===== src/verilog/adc_seq_pkg.sv =====
// constants shared by the conversion sequencer design
package adc_seq_pkg;
    // register word addresses (byte-wide registers on the plain port)
    localparam logic [2:0] ADDR_RESULT_LOW   = 3'h0;
    localparam logic [2:0] ADDR_RESULT_HIGH  = 3'h1;
    localparam logic [2:0] ADDR_CONTROL_A    = 3'h2;
    localparam logic [2:0] ADDR_CONTROL_B    = 3'h3;
    localparam logic [2:0] ADDR_INPUT_SELECT = 3'h4;
    localparam logic [2:0] ADDR_POWER        = 3'h5;

    // control a fields
    localparam int CA_ENABLE  = 7;
    localparam int CA_START   = 6;
    localparam int CA_AUTO    = 5;
    localparam int CA_DONE    = 4;
    localparam int CA_PS_LSB  = 0;
    localparam int PS_W       = 3;
    // control b field
    localparam int TS_W       = 3;
    // input select fields
    localparam int IS_REF_LSB = 6;
    localparam int IS_ALIGN   = 5;
    localparam int IS_CH_LSB  = 0;
    localparam int REF_W      = 2;
    localparam int CH_W       = 4;
    localparam int PWR_BIT    = 0;

    localparam int RES_W      = 10;
    localparam int NTRIG      = 8;
    // trigger select code that means "completion flag" (free running)
    localparam logic [TS_W-1:0] TS_FREE_RUN = 3'h0;

    // converter clock cycle counts (NORMAL_CYCLES and FIRST_CYCLES in whole cycles, the rest in half cycles, since sampling lands on halves)
    localparam int NORMAL_CYCLES    = 13;
    localparam int FIRST_CYCLES     = 25;
    localparam int AUTO_HALF_CYCLES = 27;
    localparam int NORMAL_SH_HALF   = 3;
    localparam int FIRST_SH_HALF    = 27;
    localparam int AUTO_SH_HALF     = 4;
    localparam logic [5:0] NORMAL_LEN_HALF = 6'(2 * NORMAL_CYCLES);
    localparam logic [5:0] FIRST_LEN_HALF  = 6'(2 * FIRST_CYCLES);
    localparam logic [5:0] AUTO_LEN_HALF   = 6'(AUTO_HALF_CYCLES);
    localparam logic [5:0] NORMAL_SH       = 6'(NORMAL_SH_HALF);
    localparam logic [5:0] FIRST_SH        = 6'(FIRST_SH_HALF);
    localparam logic [5:0] AUTO_SH         = 6'(AUTO_SH_HALF);
    localparam logic [5:0] LAST_CYCLE_HALF = 6'h02;

    localparam logic [7:0] REG_ZERO = 8'h00;

    typedef enum logic [1:0] {
        IDLE,
        WAIT_EDGE,
        CONVERT
    } seq_state_t;
endpackage : adc_seq_pkg


===== src/verilog/adc_conversion_sequencer.sv =====
// conversion sequencer: registers, start logic, timing, result locking
`timescale 1ns/1ps
`default_nettype none
module adc_conversion_sequencer
    import adc_seq_pkg::*;
(
    input  wire logic             core_clk_i,
    input  wire logic             sys_rst_i,
    input  wire logic [2:0]       reg_addr_i,
    input  wire logic [7:0]       reg_wdata_i,
    input  wire logic             reg_write_i,
    input  wire logic             reg_read_i,
    output logic [7:0]            reg_rdata_o,
    input  wire logic [NTRIG-1:0] trigger_i,
    input  wire logic [RES_W-1:0] sar_result_i,
    output logic                  sample_hold_o,
    output logic                  conv_done_o,
    output logic [REF_W-1:0]      reference_select_o,
    output logic [CH_W-1:0]       channel_select_o,
    output logic                  converter_on_o,
    output logic                  conversion_done_flag_o
);
    // software registers
    logic             converter_enable;
    logic             start_conversion_bit;
    logic             auto_trigger_enable;
    logic             conversion_done_flag;
    logic [PS_W-1:0]  prescale_select;
    logic [TS_W-1:0]  trigger_source_select;
    logic [7:0]       input_select_register;
    logic             converter_power_reduction;
    logic [7:0]       result_low_byte;
    logic [7:0]       result_high_byte;

    // sequencer state
    seq_state_t       state;
    logic [5:0]       half_count;
    logic [5:0]       conv_len;
    logic [5:0]       sh_point;
    logic             first_pending;
    logic             result_locked;
    logic             trig_armed;
    logic             sel_locked;

    logic             half_tick;
    logic             rise_tick;
    logic             trig_rise;
    logic             free_run;
    logic             sw_start;
    logic             auto_start;
    logic             finish;
    logic             done_set;
    logic             powered;
    logic [RES_W-1:0] latched_result;
    logic [7:0]       next_low;
    logic [7:0]       next_high;

    assign powered  = converter_enable & ~converter_power_reduction;
    assign free_run = auto_trigger_enable & (trigger_source_select == TS_FREE_RUN);
    // start counts only with the enable bit in the same write, so enable and start may go together
    assign sw_start = reg_write_i & (reg_addr_i == ADDR_CONTROL_A) & reg_wdata_i[CA_START]
                      & reg_wdata_i[CA_ENABLE] & ~converter_power_reduction;
    // edge only counts when idle and the trigger was re-armed since the last use
    assign auto_start = auto_trigger_enable & ~free_run & trig_rise & trig_armed
                        & (state == IDLE) & powered;
    assign finish     = (state == CONVERT) & half_tick & (half_count == conv_len - 6'h01);
    assign done_set   = finish;

    adc_prescaler u_prescaler (
        .core_clk_i        (core_clk_i),
        .sys_rst_i         (sys_rst_i),
        .run_i             (powered),
        .restart_i         (auto_start),
        .prescale_select_i (prescale_select),
        .half_tick_o       (half_tick),
        .rise_tick_o       (rise_tick)
    );

    trigger_edge u_trigger (
        .core_clk_i              (core_clk_i),
        .sys_rst_i               (sys_rst_i),
        .trigger_i               (trigger_i),
        .trigger_source_select_i (trigger_source_select),
        .rise_o                  (trig_rise)
    );

    // control a: enable, auto, prescale, done flag (write one clears; set wins)
    always_ff @(posedge core_clk_i or posedge sys_rst_i) begin
        if (sys_rst_i) begin
            converter_enable     <= 1'b0;
            auto_trigger_enable  <= 1'b0;
            prescale_select      <= '0;
            conversion_done_flag <= 1'b0;
        end else begin
            if (reg_write_i && reg_addr_i == ADDR_CONTROL_A) begin
                converter_enable    <= reg_wdata_i[CA_ENABLE] & ~converter_power_reduction;
                auto_trigger_enable <= reg_wdata_i[CA_AUTO];
                prescale_select     <= reg_wdata_i[CA_PS_LSB +: PS_W];
            end
            if (done_set)
                conversion_done_flag <= 1'b1;
            else if (reg_write_i && reg_addr_i == ADDR_CONTROL_A && reg_wdata_i[CA_DONE])
                conversion_done_flag <= 1'b0;
        end
    end

    always_ff @(posedge core_clk_i or posedge sys_rst_i) begin
        if (sys_rst_i) begin
            trigger_source_select     <= '0;
            input_select_register     <= REG_ZERO;
            converter_power_reduction <= 1'b1;
        end else if (reg_write_i) begin
            if (reg_addr_i == ADDR_CONTROL_B)
                trigger_source_select <= reg_wdata_i[TS_W-1:0];
            if (reg_addr_i == ADDR_INPUT_SELECT)
                input_select_register <= reg_wdata_i;
            if (reg_addr_i == ADDR_POWER)
                converter_power_reduction <= reg_wdata_i[PWR_BIT];
        end
    end

    // trigger re-arm: re-armed once back in idle; the source must go low and rise again
    always_ff @(posedge core_clk_i or posedge sys_rst_i) begin
        if (sys_rst_i) begin
            trig_armed <= 1'b1;
        end else if (auto_start) begin
            trig_armed <= 1'b0;
        end else if (state == IDLE && !trig_rise) begin
            trig_armed <= 1'b1;
        end
    end

    // start bit: set by software or trigger, held during any conversion, cleared at finish unless free running
    always_ff @(posedge core_clk_i or posedge sys_rst_i) begin
        if (sys_rst_i) begin
            start_conversion_bit <= 1'b0;
        end else if (sw_start || auto_start) begin
            start_conversion_bit <= 1'b1;
        end else if (!powered) begin
            start_conversion_bit <= 1'b0;
        end else if (finish && !free_run) begin
            start_conversion_bit <= 1'b0;
        end
    end

    // sequencer: half-cycle count gives the .5 sample points
    always_ff @(posedge core_clk_i or posedge sys_rst_i) begin
        if (sys_rst_i) begin
            state         <= IDLE;
            half_count    <= 6'h00;
            conv_len      <= NORMAL_LEN_HALF;
            sh_point      <= NORMAL_SH;
            first_pending <= 1'b1;
            sample_hold_o <= 1'b0;
            conv_done_o   <= 1'b0;
        end else if (!powered) begin
            state         <= IDLE;
            half_count    <= 6'h00;
            first_pending <= 1'b1;
            sample_hold_o <= 1'b0;
            conv_done_o   <= 1'b0;
        end else begin
            sample_hold_o <= 1'b0;
            conv_done_o   <= finish;
            case (state)
                IDLE: begin
                    if (auto_start) begin
                        state      <= CONVERT;
                        half_count <= 6'h00;
                        conv_len   <= first_pending ? FIRST_LEN_HALF : AUTO_LEN_HALF;
                        sh_point   <= first_pending ? FIRST_SH : AUTO_SH;
                    end else if (sw_start || start_conversion_bit) begin
                        state <= WAIT_EDGE;
                    end
                end
                WAIT_EDGE: begin
                    if (rise_tick) begin
                        state      <= CONVERT;
                        half_count <= 6'h00;
                        conv_len   <= first_pending ? FIRST_LEN_HALF : NORMAL_LEN_HALF;
                        sh_point   <= first_pending ? FIRST_SH : NORMAL_SH;
                    end
                end
                CONVERT: begin
                    if (half_tick) begin
                        half_count <= 6'(half_count + 6'h01);
                        if (half_count == sh_point - 6'h01)
                            sample_hold_o <= 1'b1;
                    end
                    if (finish) begin
                        first_pending <= 1'b0;
                        half_count    <= 6'h00;
                        conv_len      <= NORMAL_LEN_HALF;
                        sh_point      <= NORMAL_SH;
                        // free running restarts at once; otherwise back to idle
                        state <= free_run ? CONVERT : IDLE;
                    end
                end
                default: state <= IDLE;
            endcase
        end
    end

    // selection lock: open until start, closed during, reopens in last cycle
    always_ff @(posedge core_clk_i or posedge sys_rst_i) begin
        if (sys_rst_i) begin
            sel_locked <= 1'b0;
        end else if (state == CONVERT && half_tick && half_count == conv_len - LAST_CYCLE_HALF - 6'h01) begin
            sel_locked <= 1'b0;
        end else if (state != CONVERT && (auto_start || (state == WAIT_EDGE && rise_tick))) begin
            sel_locked <= 1'b1;
        end else if (finish && free_run) begin
            sel_locked <= 1'b1;
        end else if (!powered) begin
            sel_locked <= 1'b0;
        end
    end

    always_ff @(posedge core_clk_i or posedge sys_rst_i) begin
        if (sys_rst_i) begin
            reference_select_o <= '0;
            channel_select_o   <= '0;
            converter_on_o     <= 1'b0;
        end else begin
            converter_on_o <= powered;
            // selection reaches the analog side only while enabled
            if (powered && !sel_locked) begin
                reference_select_o <= input_select_register[IS_REF_LSB +: REF_W];
                channel_select_o   <= input_select_register[IS_CH_LSB +: CH_W];
            end
        end
    end

    // result alignment
    assign latched_result = sar_result_i;
    always_comb begin
        if (input_select_register[IS_ALIGN]) begin
            next_high = latched_result[RES_W-1:RES_W-8];
            next_low  = {latched_result[1:0], 6'h00};
        end else begin
            next_high = {6'h00, latched_result[RES_W-1:8]};
            next_low  = latched_result[7:0];
        end
    end

    // result lock: low-byte read blocks updates until high-byte read
    always_ff @(posedge core_clk_i or posedge sys_rst_i) begin
        if (sys_rst_i) begin
            result_locked <= 1'b0;
        end else if (reg_read_i && reg_addr_i == ADDR_RESULT_HIGH) begin
            result_locked <= 1'b0;
        end else if (reg_read_i && reg_addr_i == ADDR_RESULT_LOW) begin
            result_locked <= 1'b1;
        end
    end

    always_ff @(posedge core_clk_i or posedge sys_rst_i) begin
        if (sys_rst_i) begin
            result_low_byte  <= REG_ZERO;
            result_high_byte <= REG_ZERO;
        end else if (finish && !result_locked) begin
            // a blocked result is dropped but the flag is still raised
            result_low_byte  <= next_low;
            result_high_byte <= next_high;
        end
    end

    always_ff @(posedge core_clk_i or posedge sys_rst_i) begin
        if (sys_rst_i) begin
            conversion_done_flag_o <= 1'b0;
        end else begin
            conversion_done_flag_o <= conversion_done_flag | done_set;
        end
    end

    // read port: data in the cycle after the strobe; unmapped reads zero
    always_ff @(posedge core_clk_i or posedge sys_rst_i) begin
        if (sys_rst_i) begin
            reg_rdata_o <= REG_ZERO;
        end else if (reg_read_i) begin
            case (reg_addr_i)
                ADDR_RESULT_LOW:   reg_rdata_o <= result_low_byte;
                ADDR_RESULT_HIGH:  reg_rdata_o <= result_high_byte;
                ADDR_CONTROL_A:    reg_rdata_o <= {converter_enable,
                                                   start_conversion_bit | (state != IDLE),
                                                   auto_trigger_enable, conversion_done_flag,
                                                   1'b0, prescale_select};
                ADDR_CONTROL_B:    reg_rdata_o <= {5'h00, trigger_source_select};
                ADDR_INPUT_SELECT: reg_rdata_o <= input_select_register;
                ADDR_POWER:        reg_rdata_o <= {7'h00, converter_power_reduction};
                default:           reg_rdata_o <= REG_ZERO;
            endcase
        end else begin
            reg_rdata_o <= REG_ZERO;
        end
    end
endmodule // adc_conversion_sequencer
`default_nettype wire


===== src/verilog/adc_prescaler.sv =====
// converter clock prescaler: half-period enable pulses
`timescale 1ns/1ps
`default_nettype none
module adc_prescaler
    import adc_seq_pkg::*;
(
    input  wire logic            core_clk_i,
    input  wire logic            sys_rst_i,
    input  wire logic            run_i,
    input  wire logic            restart_i,
    input  wire logic [PS_W-1:0] prescale_select_i,
    output logic                 half_tick_o,
    output logic                 rise_tick_o
);
    logic [7:0] count;
    logic       phase;
    logic [7:0] half_len;

    // division 2^sel with sel 0 treated as 2; half period = division / 2
    always_comb begin
        half_len = (prescale_select_i == 3'h0) ? 8'h01 : 8'(8'h01 << (prescale_select_i - 3'h1));
    end

    always_ff @(posedge core_clk_i or posedge sys_rst_i) begin
        if (sys_rst_i) begin
            count       <= 8'h00;
            phase       <= 1'b0;
            half_tick_o <= 1'b0;
            rise_tick_o <= 1'b0;
        end else if (!run_i || restart_i) begin
            // held in reset while disabled, and restarted by a trigger
            count       <= 8'h00;
            phase       <= 1'b0;
            half_tick_o <= 1'b0;
            rise_tick_o <= 1'b0;
        end else if (count == half_len - 8'h01) begin
            count       <= 8'h00;
            phase       <= ~phase;
            half_tick_o <= 1'b1;
            rise_tick_o <= phase;
        end else begin
            count       <= 8'(count + 8'h01);
            half_tick_o <= 1'b0;
            rise_tick_o <= 1'b0;
        end
    end
endmodule // adc_prescaler
`default_nettype wire


===== src/verilog/trigger_edge.sv =====
// trigger input synchroniser and rising edge detector
`timescale 1ns/1ps
`default_nettype none
module trigger_edge
    import adc_seq_pkg::*;
(
    input  wire logic             core_clk_i,
    input  wire logic             sys_rst_i,
    input  wire logic [NTRIG-1:0] trigger_i,
    input  wire logic [TS_W-1:0]  trigger_source_select_i,
    output logic                  rise_o
);
    logic [NTRIG-1:0] sync1;
    logic [NTRIG-1:0] sync2;
    logic [NTRIG-1:0] sync3;
    logic             prev;
    logic             cur;

    // a level counts once the second and third stages agree
    genvar i;
    for (i = 0; i < NTRIG; i++) begin : g_sync
        always_ff @(posedge core_clk_i or posedge sys_rst_i) begin
            if (sys_rst_i) begin
                sync1[i] <= 1'b0;
                sync2[i] <= 1'b0;
                sync3[i] <= 1'b0;
            end else begin
                sync1[i] <= trigger_i[i];
                sync2[i] <= sync1[i];
                sync3[i] <= sync2[i];
            end
        end
    end

    always_comb begin
        cur = (sync2[trigger_source_select_i] == sync3[trigger_source_select_i])
              ? sync3[trigger_source_select_i] : prev;
    end

    always_ff @(posedge core_clk_i or posedge sys_rst_i) begin
        if (sys_rst_i) begin
            prev   <= 1'b0;
            rise_o <= 1'b0;
        end else begin
            prev   <= cur;
            rise_o <= cur & ~prev;
        end
    end
endmodule // trigger_edge
`default_nettype wire


===== config.mk =====
export PLATFORM = sky130hd
export DESIGN_NAME = adc_conversion_sequencer
export DESIGN_NICKNAME = d
export VERILOG_FILES = /design/src/verilog/adc_seq_pkg.sv /design/src/verilog/adc_conversion_sequencer.sv /design/src/verilog/adc_prescaler.sv /design/src/verilog/trigger_edge.sv
export SDC_FILE = /design/constraint.sdc
export NUM_CORES = 1
export LEC_CHECK = 0
export BUFFER_PORTS_ARGS = -buffer_cell sky130_fd_sc_hd__buf_2
export CORE_ASPECT_RATIO = 1.75
export CORE_MARGIN = 10
export CORE_UTILIZATION = 35
export CTS_CLUSTER_SIZE = 30
export DETAILED_ROUTE_END_ITERATION = 10
export HOLD_SLACK_MARGIN = 0.1
export PLACE_DENSITY_LB_ADDON = 0.25
export SLEW_MARGIN = 30
export SYNTH_ARGS = -nofsm -noshare
export SYNTH_HDL_FRONTEND = slang
export SYNTH_SLANG_ARGS = --single-unit

===== constraint.sdc =====
create_clock -name core_clk_i -period 3.9 [get_ports core_clk_i]
set_input_delay 0.78 -clock core_clk_i [delete_from_list [all_inputs] [get_ports core_clk_i]]
set_output_delay 0.78 -clock core_clk_i [all_outputs]
set_load 0.01 [all_outputs]

### Yosys cells after proc, flatten, opt, wreduce, memory -nomap -nowiden

Cells that the tools add are included.

| operators by class | value |
|---|---|
| $add $sub $neg | 8 |
| magnitude comparators | 1 |
| equal/unequal tests | 26 |
| shift operators | 1 |
| multiplexer cells | 64 |
| bitwise logic cells | 21 |
| reduce and logical (&&, ||, !) cells | 39 |

Operator list:

| cell | count |
|---|---|
| 6-bit 2-to-1 mux | 13 |
| 6-bit one-hot mux with 3 select lines | 3 |
| 8-bit 2-to-1 mux | 6 |
| 8-bit one-hot mux with 6 select lines | 1 |
| 1-bit 2-to-1 mux | 30 |
| 6-bit equality test | 3 |
| 6-bit by 1-bit subtractor with 6-bit output, second input constant | 3 |
| 1-bit AND | 15 |
| 1-bit logical AND | 13 |
| 2-bit 2-to-1 mux | 6 |
| 5-bit 2-to-1 mux | 2 |
| 2-bit nonzero test | 5 |
| 3-bit zero test | 3 |
| 8-bit by 1-bit adder with 8-bit output, second input constant | 1 |
| 8-bit equality test | 1 |
| 2-bit != test, second input constant | 4 |
| 4-bit by 1-bit != test with 1-bit output, second input constant | 2 |
| 4-bit by 3-bit != test with 1-bit output, second input constant | 2 |
| 2-bit AND reduction | 4 |
| 1-bit by 3-bit << shifter with 8-bit output, first input constant | 1 |
| 8-bit by 1-bit subtractor with 8-bit output, second input constant | 1 |
| 6-bit by 1-bit adder with 6-bit output, second input constant | 1 |
| 1-bit binary-select mux with 3-bit select | 2 |
| 3-bit by 2-bit equality test with 1-bit output, second input constant | 2 |
| 22 further kinds | 36 |

| word-level totals | value |
|---|---|
| register bits | 114 |
| output and inout bits | 18 |
| word-level logic and storage cells | 215 |

### Depth between registers and ports, before layout

| logic depth | value |
|---|---|
| depth in word-level cells | 12 |
| gate-level depth with buffers | 8 |

### By module

From an unflattened synthesis, not the netlist that was laid out.

| unflattened totals | value |
|---|---|
| cells, all modules | 436 |
| area, all modules | 4,952.2 µm² |

Modules (own cells, without submodules):

| module | instances | cells each | area each (µm²) |
|---|---|---|---|
| adc_conversion_sequencer | 1 | 337 | 3,507.1 |
| trigger_edge | 1 | 35 | 803.3 |
| adc_prescaler | 1 | 64 | 641.9 |

### Worst setup path before layout

Ideal clock, no wire load.

| timing | value |
|---|---|
| kind | register to register |
| start | reg prescale_select[1] |
| end | reg u_prescaler.rise_tick_o |
| library setup time | 0.068 ns |
| arrival | 2.346 ns |
| data required time | 3.832 ns |
| slack | 1.486 ns |
| stages on the path, launching flop included | 8 |
| path buffers | 0 |
| cell sequence | dfrtp_1 > inv_1 > or3_2 > ha_1 > a31o_2 > a21o_1 > a2111oi_4 > and3_1 |

| between the ends | value |
|---|---|
| longest elaborated chain between the ends | 7 |

RTL lines:

| what | line | source |
|---|---|---|
| start: declaration | adc_conversion_sequencer.sv:28 | `logic [PS_W-1:0] prescale_select;` |
| start signal: assignment | adc_conversion_sequencer.sv:98 | `prescale_select <= reg_wdata_i[CA_PS_LSB +: PS_W];` |
| 3-bit by 1-bit subtractor with 3-bit output | adc_prescaler.sv:21 | `half_len = (prescale_select_i == 3'h0) ? 8'h01 : 8'(8'h01 << (prescale_select_i - 3'h1));` |
| 1-bit by 3-bit << shifter with 8-bit output | adc_prescaler.sv:21 |  |
| 8-bit 2-to-1 mux * | adc_prescaler.sv:21 |  |
| 8-bit by 1-bit subtractor with 8-bit output * | adc_prescaler.sv:36 | `end else if (count == half_len - 8'h01) begin` |
| 8-bit equality test * | adc_prescaler.sv:36 |  |
| 1-bit 2-to-1 mux * | adc_prescaler.sv:36 |  |
| 1-bit 2-to-1 mux * | adc_prescaler.sv:30 | `end else if (!run_i \|\| restart_i) begin` |
| end signal: assignment | adc_prescaler.sv:40 | `rise_tick_o <= phase;` |
| end: declaration | adc_prescaler.sv:13 | `output logic rise_tick_o` |

Mark *: on every way between the ends. The rest lies on a longest branch, timed or not.
A chain may end at the register's enable or synchronous reset.

### Final worst setup path

Same ends and word-level chain as after synthesis.

==> metrics <==
GR Util All Layers 11.9%; Fin Hold WS 0.353 ns; Avg Cell Area, Syn 11.1 µm²; critical path class register to register; main area contributors after synthesis dfrtp_1 (51%), mux2_2 (5.6%), o21ai_0 (3.2%), nand2_1 (3.1%), dfstp_2 (2.6%); reg2reg end u_prescaler.rise_tick_o; max incr delay on CP 0.61 ns; status completed; hold bufs inserted after CTS 0; Period minus WS final 2.67 ns; post-synthesis compound-gate area fraction 12.2%; GR Overflow Total 0; Resize count post-CTS 0; final core area utilization 40.9%; main combinational cell family by area after synthesis simple AND/OR/NAND/NOR gates; Fmax 0.374 GHz; P_leak 2.59 nW; nets 537; area leader, netlist dfrtp_1; die area 0.0196 mm²; unrepaired setup endpoints after global routing false; CP Max Fanout 10; most common cell after layout, fill and taps aside dfrtp_1; Detailed Place HPWL 8390 µm; Buf/Inv on CP 1; crit path launch type register; top-level I/O count 51; ys async rst share 100%; Root Buffer clkbuf_16; Die Width 110 µm; r2r setup slk 1.23 ns; Synth Register Bits 106; Worst EP required 4.20 ns; Starting Density 35.7%; Yosys warning count 0; Detailed Routing Iterations Pass 1 4; post-synthesis sequential area ratio 53.2%; first-pass GRT wire length 18400 µm; Design Area, Final 0.00571 mm²; commonest non-fill, non-tap cells in the layout dfrtp_1 (101), buf_2 (50), nand2_1 (41); CORE AREA 0.0140 mm²; Distinct cells, synth 59; clk_skew 0.00762 ns; initial antenna violation count 0; WP data arrival 2.97 ns; R2R cell count 8; cts bufs inserted 9; xor-xnor portion of the synthesized cell area 3.66%; DR vias 3445; Worst Setup SP prescale_select[1]; routed vias/inst 5.10; IO buf count 50; synthesized-area fraction occupied by adder cells 2.71%; syn nets 494; worst slew pin tran 0.681 ns; DRC violation count after routing 0; worst skew pair latency 0.36 ns; worst relative slew slack 54.6%; mux cell area share after synthesis 10.0%; CTS clk-pin slew, worst paths 0.08 ns; die height 178 µm; crit end category register; largest net degree at the start of global routing 55; # diodes 0; CTS tree done; Placer Congestion 0.828; hold path cells 0; post-synth top area share 50.6%; Hold Path Sink u_trigger.sync2[5]; power per standard cell area 498 mW/mm²; setup bufs post-CTS 0; Final setup viols 0; Max VDD drop 0.375 mV; final wirelength 11100 µm; Post-Syn Instances 451; total number of H-tree levels 3; delay-heaviest family, CP simple AND/OR/NAND/NOR gates; setup_tns 0 ns; synthesized area 0.00499 mm²; Post-DRT Antenna Nets 0; period utilization 68.5%; maximum capacitance violations 0; Post-Synth Simple-Gate Area 15.0%; CTS Buffer Depth 2; layout cells sized above 1 23.6%; vias in the first global route 3726; Fin. Hold Viols 0; row count 57; CTS Sinks 106; placed cell area 0.00540 mm²; RR Startpoint prescale_select[1]; final slew viol count 0; slowest library cell on the worst path a2111oi_4; drt initial violations 144; critical path, cell by cell inv_1 > or3_2 > ha_1 > xor2_1 > o31ai_1 > nand4_2 > a2111oi_4 > and3_1; Hold Crit Start u_trigger.sync1[5]; Post-synth top flop dfrtp_1; post-DR wirelength/cell 16.4 µm; area grow syn2layout 14.4%; number of synthesized flops with an enable pin 0; class of the worst hold path register to register
-- registers in the layout, summed over array words and instances, names as in the netlist, 2 cells and up --
name and flops:
u_trigger.sync2 8, state 2, input_select_register 8, conv_len 2
u_trigger.sync3 8, reference_select_o 2, half_count 6, u_prescaler.count 8
result_low_byte 8, u_trigger.sync1 8, trigger_source_select 3, reg_rdata_o 8
sh_point 2, result_high_byte 8, channel_select_o 4, prescale_select 3
-- worst max path at each step --
stage	slack, ns	depth (start not counted)	end
after floorplan	0.34	1	auto_trigger_enable
after global placement	1.28	8	u_prescaler.phase
after detailed placement	1.23	8	u_prescaler.rise_tick_o
after CTS	1.21	8	u_prescaler.rise_tick_o
after global routing	1.00	8	u_prescaler.rise_tick_o
final	1.23	8	u_prescaler.rise_tick_o
-- Yosys cell counts, types with 6 or more instances --
master    number
a21oi_1       16
a22oi_1        6
and2_1         8
clkbuf_1      14
dfrtp_1      101
ha_1          10
inv_1         15
mux2_2        25
mux2i_1       13
nand2_1       41
nand2b_1       9
nand3_1       17
nor2_1        22
nor2b_1        9
nor3_1         9
o21ai_0       32
o22ai_1        6
xnor2_1        7
xor2_1        12
-- logic make-up after synthesis --
kind of cell | count (synthesis)
AOI/OAI and AO/OA | 94
DFF | 106
and+or+nand+nor | 142
buffers and inverters | 36
adders and majority gates | 11
xor gates and xnor gates | 20
muxes | 42
-- power by group --
part           total, mW  internal (mW)  switching, mW
registers           1.35           1.23          0.122
clock network      0.922          0.459          0.463
logic              0.571          0.277          0.295
total               2.84           1.96          0.880
-- cell type report --
type / instances / area (µm²)
Clock buffer: 9 / 225
Clock inverter: 7 / 81.3
Fill cell: 1426 / 8260
Inverter: 15 / 58.8
Multi-Input combinational cell: 309 / 2180
Sequential cell: 106 / 2660
Tap cell: 177 / 221
Timing Repair Buffer: 53 / 289
-- per-stage QoR --
| stage | std cells | power [mW] | setup slack, ns |
|---|---|---|---|
| 2_1_floorplan | 451 | 1.78 | 0.339 |
| 3_3_place_gp | 659 | 1.94 | 1.28 |
| 3_5_place_dp | 659 | 1.96 | 1.23 |
| 4_1_cts | 675 | 2.89 | 1.21 |
| 5_1_grt | 676 | 3.00 | 1.00 |
| 6_report | 676 | 2.84 | 1.23 |
-- routing by layer --
layer  global-route usage, %  part of all wire, %  vias to the layer above
met5                       0                    0                        -
met4                    5.97                  2.4                        0
met3                    2.39                  3.1                       13
met2                    21.5                   56                       62
met1                    12.6                   39                     1686
li1                        -                    -                     1684
No activity file was read; power rests on OpenSTA's default activity.
